==> src/hw/run_timer_pkg.sv <==
package run_timer_pkg;

  // ****************************************
  // Clock and time base
  // ****************************************
  // System clock period in ns
  localparam int CLK_PERIOD_NS = 25;
  // One calendar second in ns
  localparam int SEC_PERIOD_NS = 1_000_000_000;
  // Clock cycles per second, default for the top parameter
  localparam int SEC_CYCLES_DEF = SEC_PERIOD_NS / CLK_PERIOD_NS;
  // Width of the second divider
  localparam int SEC_CNT_W = 26;
  // Accumulation step in seconds
  localparam logic [3:0] RES_STEP = 4'hA;

  // ****************************************
  // Counter ranges
  // ****************************************
  localparam int HOURS_W = 20;
  localparam int SECS_W = 12;
  localparam int COUNT_W = 16;
  // Hours saturate at 876000
  localparam logic [19:0] HOURS_MAX = 20'hD5DE0;
  // Largest seconds value, 3599
  localparam logic [11:0] SECS_MAX = 12'hE0F;
  // Seconds in one hour
  localparam logic [12:0] SECS_PER_HOUR = 13'h0E10;

  // ****************************************
  // Supervised signal selection
  // ****************************************
  localparam int SEL_W = 6;
  localparam int NUM_PHYS = 8;
  localparam int NUM_VIN = 8;
  localparam int NUM_MTX = 6;
  localparam int NUM_VOUT = 6;
  localparam int NUM_SRC = NUM_PHYS + NUM_VIN + NUM_MTX + NUM_VOUT;
  localparam int SRC_IDX_W = 5;
  localparam logic [5:0] SEL_NONE = 6'h00;
  localparam logic [5:0] SEL_LAST = 6'h1C;

  // ****************************************
  // Calendar and timers
  // ****************************************
  localparam int NUM_TIMERS = 4;
  // Time of day packed as {hour[4:0], min[5:0], sec[5:0]}
  localparam int TOD_W = 17;
  localparam int DATE_W = 32;
  localparam int MODE_W = 4;
  localparam logic [3:0] MODE_NONE = 4'h0;
  localparam logic [3:0] MODE_DAILY = 4'h1;
  localparam logic [3:0] MODE_MON = 4'h2;
  localparam logic [3:0] MODE_SUN = 4'h8;
  localparam logic [3:0] MODE_WEEKDAYS = 4'h9;
  localparam logic [3:0] MODE_MON_TO_SAT = 4'hA;
  localparam logic [3:0] MODE_WEEKEND = 4'hB;
  // Weekday codes, Monday is zero
  localparam logic [2:0] DAY_SAT = 3'h5;
  localparam logic [2:0] DAY_SUN = 3'h6;

  // ****************************************
  // Register map, byte addresses
  // ****************************************
  localparam int ADDR_W = 8;
  localparam int DATA_W = 32;
  localparam logic [7:0] REG_HOURS = 8'h00;
  localparam logic [7:0] REG_SECS = 8'h04;
  localparam logic [7:0] REG_COUNT = 8'h08;
  localparam logic [7:0] REG_STATUS = 8'h0C;
  localparam logic [7:0] REG_SELECT = 8'h10;
  localparam logic [7:0] REG_START_DATE = 8'h14;
  localparam logic [7:0] REG_START_TOD = 8'h18;
  localparam logic [7:0] REG_STOP_DATE = 8'h1C;
  localparam logic [7:0] REG_STOP_TOD = 8'h20;
  // Timer block: base 0x40, 16 bytes per timer
  localparam logic [1:0] TMR_PAGE = 2'h1;
  localparam int TMR_PAGE_LSB = 6;
  localparam int TMR_IDX_LSB = 4;
  localparam int TMR_REG_LSB = 2;
  localparam logic [1:0] TMR_ON = 2'h0;
  localparam logic [1:0] TMR_OFF = 2'h1;
  localparam logic [1:0] TMR_MODE = 2'h2;
  localparam logic [1:0] TMR_STAT = 2'h3;
  // Status bit positions
  localparam int RUN_BIT = 0;
  localparam int TSTAT_OUT_BIT = 0;
  localparam int TSTAT_USE_BIT = 1;

endpackage

==> src/hw/cal_timer.sv <==
module cal_timer
(
  // Clock and reset
  input wire logic clk,
  input wire logic resetn,
  // Time base and calendar
  input wire logic sec_tick,
  input wire logic [run_timer_pkg::TOD_W-1:0] cal_tod,
  input wire logic [2:0] weekday,
  // Settings
  input wire logic [run_timer_pkg::MODE_W-1:0] mode,
  input wire logic [run_timer_pkg::TOD_W-1:0] on_tod,
  input wire logic [run_timer_pkg::TOD_W-1:0] off_tod,
  // Forcing and restore
  input wire logic force_we,
  input wire logic force_val,
  input wire logic restore_we,
  input wire logic restore_val,
  // Timer output
  output logic out_q
);
  import run_timer_pkg::*;

  // ****************************************
  // Weekday gating
  // ****************************************
  // True when the mode lets this weekday switch
  function automatic logic day_enabled(input logic [3:0] m, input logic [2:0] d);
    logic ok;
    ok = 1'b0;
    if (m == MODE_DAILY)
    begin
      ok = 1'b1;
    end
    else if (m >= MODE_MON && m <= MODE_SUN)
    begin
      ok = (m - MODE_MON) == {1'b0, d};
    end
    else if (m == MODE_WEEKDAYS)
    begin
      ok = (d != DAY_SAT) && (d != DAY_SUN);
    end
    else if (m == MODE_MON_TO_SAT)
    begin
      ok = (d != DAY_SUN);
    end
    else if (m == MODE_WEEKEND)
    begin
      ok = (d == DAY_SAT) || (d == DAY_SUN);
    end
    return ok;
  endfunction

  // Codes above the weekend mode behave as not in use
  wire in_use = (mode != MODE_NONE) && (mode <= MODE_WEEKEND);
  wire day_ok = day_enabled(mode, weekday);
  wire hit_on = sec_tick & day_ok & (cal_tod == on_tod);
  wire hit_off = sec_tick & day_ok & (cal_tod == off_tod);

  // ****************************************
  // Output state
  // ****************************************
  // Off wins when on and off times are equal
  always_ff @(posedge clk or negedge resetn)
  begin
    if (!resetn)
    begin
      out_q <= 1'b0;
    end
    else if (!in_use)
    begin
      out_q <= 1'b0;
    end
    else if (force_we)
    begin
      out_q <= force_val;
    end
    else if (restore_we)
    begin
      out_q <= restore_val;
    end
    else if (hit_off)
    begin
      out_q <= 1'b0;
    end
    else if (hit_on)
    begin
      out_q <= 1'b1;
    end
  end
endmodule

==> src/hw/run_hour_timers.sv <==
// Contract
// - Accumulate active time in ten-second steps
// - Hours part reaches 876000
// - Seconds 0..3599, carry into hours
// - Rise counts activation, stamps start
// - Fall stamps stop date and time
// - Status shows run or stop
// - Software selects signal; none stops counting
// - Hours, seconds, count readable and writable
// - Four independent calendar timers
// - On and off times per timer
// - Twelve modes per timer
// - Not in use: output held zero
// - Daily mode switches every day
// - Single weekday mode switches that day
// - Weekdays mode skips Saturday and Sunday
// - Monday to Saturday mode skips Sunday
// - Weekend mode switches Saturday and Sunday
// - Status write forces output of a timer in use
// - Force lasts until next opposite act
// - Idle timers ignore status writes
// - Timer status saved and restored
// - Timer outputs offered to other logic
//
// Register access over APB and the register addresses were decided locally.
module run_hour_timers
#(
  parameter int SEC_CYCLES = run_timer_pkg::SEC_CYCLES_DEF
)
(
  // Clock and reset
  input wire logic clk,
  input wire logic resetn,
  // APB slave
  input wire logic psel,
  input wire logic penable,
  input wire logic pwrite,
  input wire logic [run_timer_pkg::ADDR_W-1:0] paddr,
  input wire logic [run_timer_pkg::DATA_W-1:0] pwdata,
  output logic [run_timer_pkg::DATA_W-1:0] prdata,
  output logic pready,
  output logic pslverr,
  // Candidate supervised signals
  input wire logic [run_timer_pkg::NUM_PHYS-1:0] phys_in,
  input wire logic [run_timer_pkg::NUM_VIN-1:0] virt_in,
  input wire logic [run_timer_pkg::NUM_MTX-1:0] matrix_sig,
  input wire logic [run_timer_pkg::NUM_VOUT-1:0] virt_out,
  // Calendar clock
  input wire logic [run_timer_pkg::DATE_W-1:0] cal_date,
  input wire logic [4:0] cal_hour,
  input wire logic [5:0] cal_min,
  input wire logic [5:0] cal_sec,
  input wire logic [2:0] cal_weekday,
  // Non-volatile save and restore
  input wire logic power_fail,
  input wire logic restore_load,
  input wire logic [run_timer_pkg::NUM_TIMERS-1:0] restore_status,
  output logic nv_save_req,
  output logic [run_timer_pkg::NUM_TIMERS-1:0] nv_save_status,
  output logic [run_timer_pkg::NUM_TIMERS-1:0] timer_output_status
);
  import run_timer_pkg::*;

  // ****************************************
  // Second divider
  // ****************************************
  logic [SEC_CNT_W-1:0] div_q; // Cycle count within a second
  logic sec_tick_q; // One-cycle pulse per second
  wire div_end = (div_q == SEC_CNT_W'(SEC_CYCLES - 1));

  // Free-running divider, single clock domain
  always_ff @(posedge clk or negedge resetn)
  begin
    if (!resetn)
    begin
      div_q <= '0;
      sec_tick_q <= 1'b0;
    end
    else
    begin
      div_q <= div_end ? '0 : div_q + 1'b1;
      sec_tick_q <= div_end;
    end
  end

  // Packed calendar time of day
  wire [TOD_W-1:0] cal_tod = {cal_hour, cal_min, cal_sec};

  // ****************************************
  // APB decode
  // ****************************************
  logic pready_q; // Access-phase ready
  logic [DATA_W-1:0] prdata_q; // Captured read data
  logic pslverr_q; // Unmapped address
  wire setup = psel & ~penable;
  wire wr = psel & penable & pready_q & pwrite;
  wire wr_hours = wr & (paddr == REG_HOURS);
  wire wr_secs = wr & (paddr == REG_SECS);
  wire wr_count = wr & (paddr == REG_COUNT);
  wire wr_select = wr & (paddr == REG_SELECT);
  // Timer page fields
  wire tmr_hit = (paddr[TMR_PAGE_LSB +: 2] == TMR_PAGE) && (paddr[1:0] == 2'h0);
  wire [1:0] tmr_idx = paddr[TMR_IDX_LSB +: 2];
  wire [1:0] tmr_reg = paddr[TMR_REG_LSB +: 2];
  wire wr_tmr = wr & tmr_hit;

  // ****************************************
  // Supervised signal
  // ****************************************
  logic [SEL_W-1:0] sel_q; // Chosen source code
  logic sig_q; // Run status, last sampled level
  wire [NUM_SRC-1:0] src_bus = {virt_out, matrix_sig, virt_in, phys_in};
  // None or unknown code counts nothing
  wire sel_valid = (sel_q != SEL_NONE) && (sel_q <= SEL_LAST);
  wire [SEL_W-1:0] sel_idx = sel_q - SEL_W'(1);
  wire sel_now = sel_valid & src_bus[sel_idx[SRC_IDX_W-1:0]];
  wire rise = sel_now & ~sig_q;
  wire fall = ~sel_now & sig_q;

  // Selection register
  always_ff @(posedge clk or negedge resetn)
  begin
    if (!resetn)
    begin
      sel_q <= SEL_NONE;
    end
    else if (wr_select)
    begin
      sel_q <= pwdata[SEL_W-1:0];
    end
  end

  always_ff @(posedge clk or negedge resetn)
  begin
    if (!resetn)
    begin
      sig_q <= 1'b0;
    end
    else
    begin
      sig_q <= sel_now;
    end
  end

  // ****************************************
  // Running time accumulator
  // ****************************************
  logic [3:0] frac_q; // Active seconds not yet added
  logic [HOURS_W-1:0] hours_q; // Whole hours
  logic [SECS_W-1:0] secs_q; // Seconds within hour
  logic [COUNT_W-1:0] count_q; // Activation count
  // Add ten seconds when step is full
  wire step = sec_tick_q & sig_q & (frac_q == RES_STEP - 4'h1);
  wire [SECS_W:0] secs_sum = {1'b0, secs_q} + {9'h000, RES_STEP};
  wire carry = secs_sum > {1'b0, SECS_MAX};
  wire [SECS_W:0] secs_wrap = secs_sum - SECS_PER_HOUR;
  wire hours_full = (hours_q >= HOURS_MAX);
  // Clamp software values to the legal range
  wire [HOURS_W-1:0] hours_wr = (pwdata[HOURS_W-1:0] > HOURS_MAX) ? HOURS_MAX : pwdata[HOURS_W-1:0];
  wire [SECS_W-1:0] secs_wr = (pwdata[SECS_W-1:0] > SECS_MAX) ? SECS_MAX : pwdata[SECS_W-1:0];

  // Sub-step second counter, only while running
  always_ff @(posedge clk or negedge resetn)
  begin
    if (!resetn)
    begin
      frac_q <= 4'h0;
    end
    else if (sec_tick_q && sig_q)
    begin
      frac_q <= step ? 4'h0 : frac_q + 4'h1;
    end
  end

  // Hours; a software load wins over the carry
  always_ff @(posedge clk or negedge resetn)
  begin
    if (!resetn)
    begin
      hours_q <= '0;
    end
    else if (wr_hours)
    begin
      hours_q <= hours_wr;
    end
    // Saturate at the top of range
    else if (step && carry && !hours_full)
    begin
      hours_q <= hours_q + 20'h00001;
    end
  end

  // Seconds; pinned at 3599 on each carry once hours are full
  always_ff @(posedge clk or negedge resetn)
  begin
    if (!resetn)
    begin
      secs_q <= '0;
    end
    else if (wr_secs)
    begin
      secs_q <= secs_wr;
    end
    else if (step)
    begin
      secs_q <= !carry ? secs_sum[SECS_W-1:0] : (hours_full ? SECS_MAX : secs_wrap[SECS_W-1:0]);
    end
  end

  // Activation counter wraps past 65535
  always_ff @(posedge clk or negedge resetn)
  begin
    if (!resetn)
    begin
      count_q <= '0;
    end
    else if (wr_count)
    begin
      count_q <= pwdata[COUNT_W-1:0];
    end
    else if (rise)
    begin
      count_q <= count_q + 16'h0001;
    end
  end

  // ****************************************
  // Start and stop stamps
  // ****************************************
  logic [DATE_W-1:0] start_date_q; // Date of last activation
  logic [TOD_W-1:0] start_tod_q; // Time of last activation
  logic [DATE_W-1:0] stop_date_q; // Date of last inactivation
  logic [TOD_W-1:0] stop_tod_q; // Time of last inactivation

  // Stamps take the calendar as seen at the edge
  always_ff @(posedge clk or negedge resetn)
  begin
    if (!resetn)
    begin
      start_date_q <= '0;
      start_tod_q <= '0;
      stop_date_q <= '0;
      stop_tod_q <= '0;
    end
    else if (rise)
    begin
      start_date_q <= cal_date;
      start_tod_q <= cal_tod;
    end
    else if (fall)
    begin
      stop_date_q <= cal_date;
      stop_tod_q <= cal_tod;
    end
  end

  // ****************************************
  // Calendar timers
  // ****************************************
  logic [TOD_W-1:0] on_q [NUM_TIMERS]; // On time per timer
  logic [TOD_W-1:0] off_q [NUM_TIMERS]; // Off time per timer
  logic [MODE_W-1:0] mode_q [NUM_TIMERS]; // Mode per timer

  for (genvar i = 0; i < NUM_TIMERS; i++)
  begin : g_tmr
    wire sel_i = wr_tmr & (tmr_idx == 2'(i));

    // Setting registers; reset leaves the timer idle
    always_ff @(posedge clk or negedge resetn)
    begin
      if (!resetn)
      begin
        on_q[i] <= '0;
        off_q[i] <= '0;
        mode_q[i] <= MODE_NONE;
      end
      // On and off time of day
      else if (sel_i && tmr_reg == TMR_ON)
      begin
        on_q[i] <= pwdata[TOD_W-1:0];
      end
      else if (sel_i && tmr_reg == TMR_OFF)
      begin
        off_q[i] <= pwdata[TOD_W-1:0];
      end
      else if (sel_i && tmr_reg == TMR_MODE)
      begin
        mode_q[i] <= pwdata[MODE_W-1:0];
      end
    end

    cal_timer u_timer (
      .clk(clk),
      .resetn(resetn),
      .sec_tick(sec_tick_q),
      .cal_tod(cal_tod),
      .weekday(cal_weekday),
      .mode(mode_q[i]),
      .on_tod(on_q[i]),
      .off_tod(off_q[i]),
      .force_we(sel_i && tmr_reg == TMR_STAT),
      .force_val(pwdata[TSTAT_OUT_BIT]),
      .restore_we(restore_load),
      .restore_val(restore_status[i]),
      .out_q(timer_output_status[i])
    );
  end

  // ****************************************
  // Non-volatile save
  // ****************************************
  logic nv_req_q; // Save request pulse
  logic [NUM_TIMERS-1:0] nv_stat_q; // Snapshot to store

  // Snapshot timer states on power loss
  always_ff @(posedge clk or negedge resetn)
  begin
    if (!resetn)
    begin
      nv_req_q <= 1'b0;
      nv_stat_q <= '0;
    end
    else
    begin
      nv_req_q <= power_fail;
      if (power_fail)
      begin
        nv_stat_q <= timer_output_status;
      end
    end
  end

  assign nv_save_req = nv_req_q;
  assign nv_save_status = nv_stat_q;

  // ****************************************
  // Read mux
  // ****************************************
  wire [MODE_W-1:0] rd_mode = mode_q[tmr_idx];
  wire rd_in_use = (rd_mode != MODE_NONE) && (rd_mode <= MODE_WEEKEND);
  wire [1:0] rd_tstat = {rd_in_use, timer_output_status[tmr_idx]};
  wire [DATA_W-1:0] tmr_rd =
    (tmr_reg == TMR_ON) ? DATA_W'(on_q[tmr_idx]) :
    (tmr_reg == TMR_OFF) ? DATA_W'(off_q[tmr_idx]) :
    (tmr_reg == TMR_MODE) ? DATA_W'(rd_mode) :
    DATA_W'(rd_tstat);
  wire reg_hit = tmr_hit || (paddr <= REG_STOP_TOD && paddr[1:0] == 2'h0);
  wire [DATA_W-1:0] rd_data =
    tmr_hit ? tmr_rd :
    (paddr == REG_HOURS) ? DATA_W'(hours_q) :
    (paddr == REG_SECS) ? DATA_W'(secs_q) :
    (paddr == REG_COUNT) ? DATA_W'(count_q) :
    (paddr == REG_STATUS) ? DATA_W'(sig_q) :
    (paddr == REG_SELECT) ? DATA_W'(sel_q) :
    (paddr == REG_START_DATE) ? start_date_q :
    (paddr == REG_START_TOD) ? DATA_W'(start_tod_q) :
    (paddr == REG_STOP_DATE) ? stop_date_q :
    (paddr == REG_STOP_TOD) ? DATA_W'(stop_tod_q) :
    '0;

  // ****************************************
  // APB response
  // ****************************************
  // Ready one cycle after setup, so every access has no wait state
  always_ff @(posedge clk or negedge resetn)
  begin
    if (!resetn)
    begin
      pready_q <= 1'b0;
      prdata_q <= '0;
      pslverr_q <= 1'b0;
    end
    else
    begin
      pready_q <= setup;
      pslverr_q <= setup & ~reg_hit;
      prdata_q <= (setup && !pwrite) ? rd_data : '0;
    end
  end

  assign pready = pready_q;
  assign prdata = prdata_q;
  assign pslverr = pslverr_q;
endmodule

==> config.mk <==
export PLATFORM = sky130hd
export DESIGN_NAME = run_hour_timers
export DESIGN_NICKNAME = d
export VERILOG_FILES = /design/src/hw/run_timer_pkg.sv /design/src/hw/cal_timer.sv /design/src/hw/run_hour_timers.sv
export SDC_FILE = /design/constraint.sdc
export NUM_CORES = 1
export LEC_CHECK = 0
export BUFFER_PORTS_ARGS = -buffer_cell sky130_fd_sc_hd__buf_2
export CAP_MARGIN = 20
export CORE_ASPECT_RATIO = 0.75
export CORE_UTILIZATION = 50
export DETAILED_ROUTE_END_ITERATION = 7
export PLACE_DENSITY = 0.68
export SLEW_MARGIN = 25
export SYNTH_ARGS = -nofsm -noshare
export SYNTH_HDL_FRONTEND = slang
export SYNTH_SLANG_ARGS = --single-unit
==> constraint.sdc <==
create_clock -name clk -period 9.92 [get_ports clk]
set_input_delay 1.488 -clock clk [delete_from_list [all_inputs] [get_ports clk]]
set_output_delay 1.488 -clock clk [all_outputs]
set_load 0.01 [all_outputs]
==> impl_metrics.csv <==
group,metric,value,unit
detailed_routing,detail_route.wl_per_cell,25.12,µm
clock_tree,hold_buffers,0,
sta,relSlewSlack,28.47,%
layout,insertedDiodeCount,0,
grt,grt_max_degree,160,
detailed_routing,route.vias.total,15800,
clock_tree,cts_made_buffers,39,
run,maxCapViolations,0,
place,dpl-instance-area,21900,µm²
synth,post_synth.cell_area_avg,11.21,µm²
floorplanning,chipHeight,178.1,µm
detailed_routing,first_pass_iters,7,
synth,library_cells_used_by_synthesis,78,
synth,ys_warn_count,0,
worst_setup_path,arrival,4.60,ns
clock_tree,tritoncts_clock_tree,"built",
synth,synthTopCellsByCount,"sky130_fd_sc_hd__dfrtp_1, sky130_fd_sc_hd__mux2_2, sky130_fd_sc_hd__xnor2_1, sky130_fd_sc_hd__nor2_1, sky130_fd_sc_hd__nand2_1",
detailed_routing,post-route-drc-count,0,
grt,track_usage,30.07,%
floorplanning,rows,64,
power_and_ir_drop,power.clock.fraction,43.4,%
layout,postLayoutCellArea,23120,µm²
worst_setup_path,setup.worst_path.start_class,"input port",
power_and_ir_drop,seqPwrFrac,49.2,%
floorplanning,area_of_the_placeable_core,40760,µm²
detailed_routing,detail_route.vias_per_cell,6.314,
layout,design.final.nets,2101,
place,gp_congestion,0.9830,
floorplanning,floorplan.io_pins,174,
power_and_ir_drop,power.leakage,0.01040,µW
synth,synth_top_cell_area_share,45.86,%
clock_tree,root_buffer,"sky130_fd_sc_hd__clkbuf_16",
clock_tree,clock_sink_count,379,
grt,grt_pass1_vias,15350,
place,dp_worst_setup_slack,5.151,ns
synth,post_synth_instance_area,20680,µm²
sta,fin_ws,5.745,ns
grt,wire_length_of_the_first_global_routing_pass,95.50,mm
clock_tree,clk_pin_slew,0.06,ns
power_and_ir_drop,p_per_area,139.4,nW/µm²
grt,grt_overflow,0,
worst_setup_path,maximum_fanout_along_the_worst_path,17,
synth,ffs_latches_synth,379,
place,place_hpwl,44.17,mm
worst_setup_path,worstPathBufferInverterCount,1,
worst_setup_path,crit_path_cell_trace,"buf_2 -> nor3_1 -> and2_1 -> nand2_1 -> nor3_1 -> nand2_1 -> mux2_2",
sta,rsz0062_at_grt,"false",
clock_tree,h-tree-depth,2,
power_and_ir_drop,power.combinational.fraction,7.4,%
layout,area_growth_syn_to_layout,11.78,%
sta,period_share,42.09,%
sta,max_freq,239.5,MHz
power_and_ir_drop,netSwitchingFraction,24.62,%
run_status,outcome,"completed",
synth,synth-edff-count,0,
worst_setup_path,cp_slowest_cell,"sky130_fd_sc_hd__nand2_1",
floorplanning,die-area,42190,µm²
synth,synth_nets,1995,
synth,synth_top_cell_by_area,"sky130_fd_sc_hd__dfrtp_1",
worst_setup_path,cp_slowest_stage_delay,0.72,ns
clock_tree,clockBufferDepth,3,
power_and_ir_drop,internal-power,2429,µW
worst_setup_path,cpLargestDelayFamily,"simple AND/OR/NAND/NOR gates",
detailed_routing,drtAntennaViolNets,0,
floorplanning,die_x,236.8,µm
worst_setup_path,critical_path_class,"input port to register",
layout,final_layout_size_suffix_gt1_share,24.57,%
sta,finalSetupViolations,0,
detailed_routing,initialDrtViolationCount,1718,
clock_tree,post-cts-setup-buffers,0,
clock_tree,cts-resized-gates,0,
worst_setup_path,worstPathRequired,10.35,ns
power_and_ir_drop,p_switching,793.3,µW
detailed_routing,routed_wl,62.86,mm
clock_tree,clkLatencyLatePin,0.55,ns
sta,setup_total_negative_slack,0,ns
synth,ys_seq_area_share,45.86,%
synth,ys_async_sr_fraction,100.0,%
synth,synth_area_leaders,"sky130_fd_sc_hd__dfrtp_1, sky130_fd_sc_hd__mux2_2, sky130_fd_sc_hd__xnor2_1, sky130_fd_sc_hd__mux4_2, sky130_fd_sc_hd__mux2_1",
sta,slew_of_the_pin_with_the_lowest_slew_margin,1.073,ns
synth,synth_top_flop_cell,"sky130_fd_sc_hd__dfrtp_1",
floorplanning,initial_core_util,50.74,%
sta,final_period_minus_worst_setup_slack,4.175,ns
synth,yosys.cell_count.top_type,"sky130_fd_sc_hd__dfrtp_1",
sta,finalHoldViolations,0,
layout,finish.utilization,56.71,%
grt,number_of_antenna_violations_at_the_first_check_in_global_routing,4,
min_path,class_of_the_tightest_hold_or_removal_check,"register to register",
place,numPortBuffers,161,
sta,finalMaxSlewViolations,0,
synth,synthCells,1844,
worst_setup_path,timing.critical_path.to_type,"register",
power_and_ir_drop,max-vdd-ir-drop,0.1229,mV
sta,clock_skew,0.01502,ns
==> layout by cell type, fill, tap and decap left out, types with 27 or more instances in the layout <==
master                      count
sky130_fd_sc_hd__mux4_2        47
sky130_fd_sc_hd__xor2_1        62
sky130_fd_sc_hd__mux2_2       169
sky130_fd_sc_hd__clkbuf_16     40
sky130_fd_sc_hd__nor3_1        54
sky130_fd_sc_hd__nand4_1       32
sky130_fd_sc_hd__dfrtp_1      379
sky130_fd_sc_hd__buf_2        160
sky130_fd_sc_hd__a21oi_1       61
sky130_fd_sc_hd__nor2_1       115
sky130_fd_sc_hd__o22ai_1       29
sky130_fd_sc_hd__o21ai_0       37
sky130_fd_sc_hd__nand2_1      102
sky130_fd_sc_hd__nand3_1       42
sky130_fd_sc_hd__xnor2_1      151
sky130_fd_sc_hd__a221oi_1      27
sky130_fd_sc_hd__inv_1         31
sky130_fd_sc_hd__mux2_1        88
==> state kept, by name, summed over array words and instances (netlist names), 6 cells and up <==
register      count
sel_q             6
mode_q           16
secs_q           12
start_tod_q      17
stop_date_q      32
hours_q          20
prdata           32
count_q          16
on_q             68
start_date_q     32
off_q            68
div_q            26
stop_tod_q       17
==> final timing paths <==
path / slack (ns) / startpoint / cells after the start / endpoint
setup / recovery: 5.75 / paddr[7] / 7 / off_q[62]$_DFFE_PN0P_
hold / removal: 0.48 / div_q[8]$_DFF_PN0_ / 1 / div_q[8]$_DFF_PN0_
setup reg to reg: 5.99 / sel_q[0]$_DFFE_PN0P_ / 10 / stop_date_q[12]$_DFFE_PN0P_
hold reg to reg: 0.48 / div_q[8]$_DFF_PN0_ / 1 / div_q[8]$_DFF_PN0_
max in group asynchronous: 6.90 / resetn / 4 / start_date_q[10]$_DFFE_PN0P_
min in group asynchronous: 0.98 / resetn / 1 / secs_q[11]$_DFFE_PN0P_
==> metal layers <==
| layer | global-route usage, % | vias up | wire length [µm] |
|---|---|---|---|
| met5 | 0 | - | 27 |
| li1 | - | 6940 | - |
| met4 | 9.334 | 4 | 1805 |
| met3 | 8.960 | 133 | 6704 |
| met2 | 42.61 | 734 | 27000 |
| met1 | 43.98 | 7986 | 27320 |
==> kinds of logic (layout without fill, tap and decap cells) <==
kind of cell | after synthesis | after routing | synth area share [%]
and+or+nand+nor | 471 | 471 | 11.49
DFF | 379 | 379 | 45.86
muxes | 325 | 325 | 20.13
AOI/OAI and AO/OA | 280 | 280 | 9.221
xor gates and xnor gates | 214 | 214 | 9.100
buffers and inverters | 155 | 285 | 2.989
adders and majority gates | 20 | 20 | 1.210
==> power by group through the flow <==
stage                     sequential (µW)  combinational [µW]  clock, µW
after floorplan                      1610                 117          0
after global placement               1610                 229          0
after detailed placement             1610                 232          0
after CTS                            1590                 234       1420
after global routing                 1590                 254       1480
final                                1590                 237       1400
==> layout make-up <==
type                            count  area, µm²
Sequential cell                   379       9484
Fill cell                        3395      17640
Multi-Input combinational cell   1310      10640
Inverter                           32      120.1
Timing Repair Buffer              188       1044
Clock inverter                      8      57.56
Clock buffer                       57       1115
Tap cell                          528      660.6
==> through the flow <==
stage	instances	total power (µW)	hold WS, ns
after floorplan	1844	1727	0.4451
after global placement	2436	1841	0.4648
after detailed placement	2436	1847	0.4714
after CTS	2501	3240	0.4817
after global routing	2502	3320	0.5060
final	2502	3222	0.4783
Note: power is estimated with default switching activity, not from simulation.
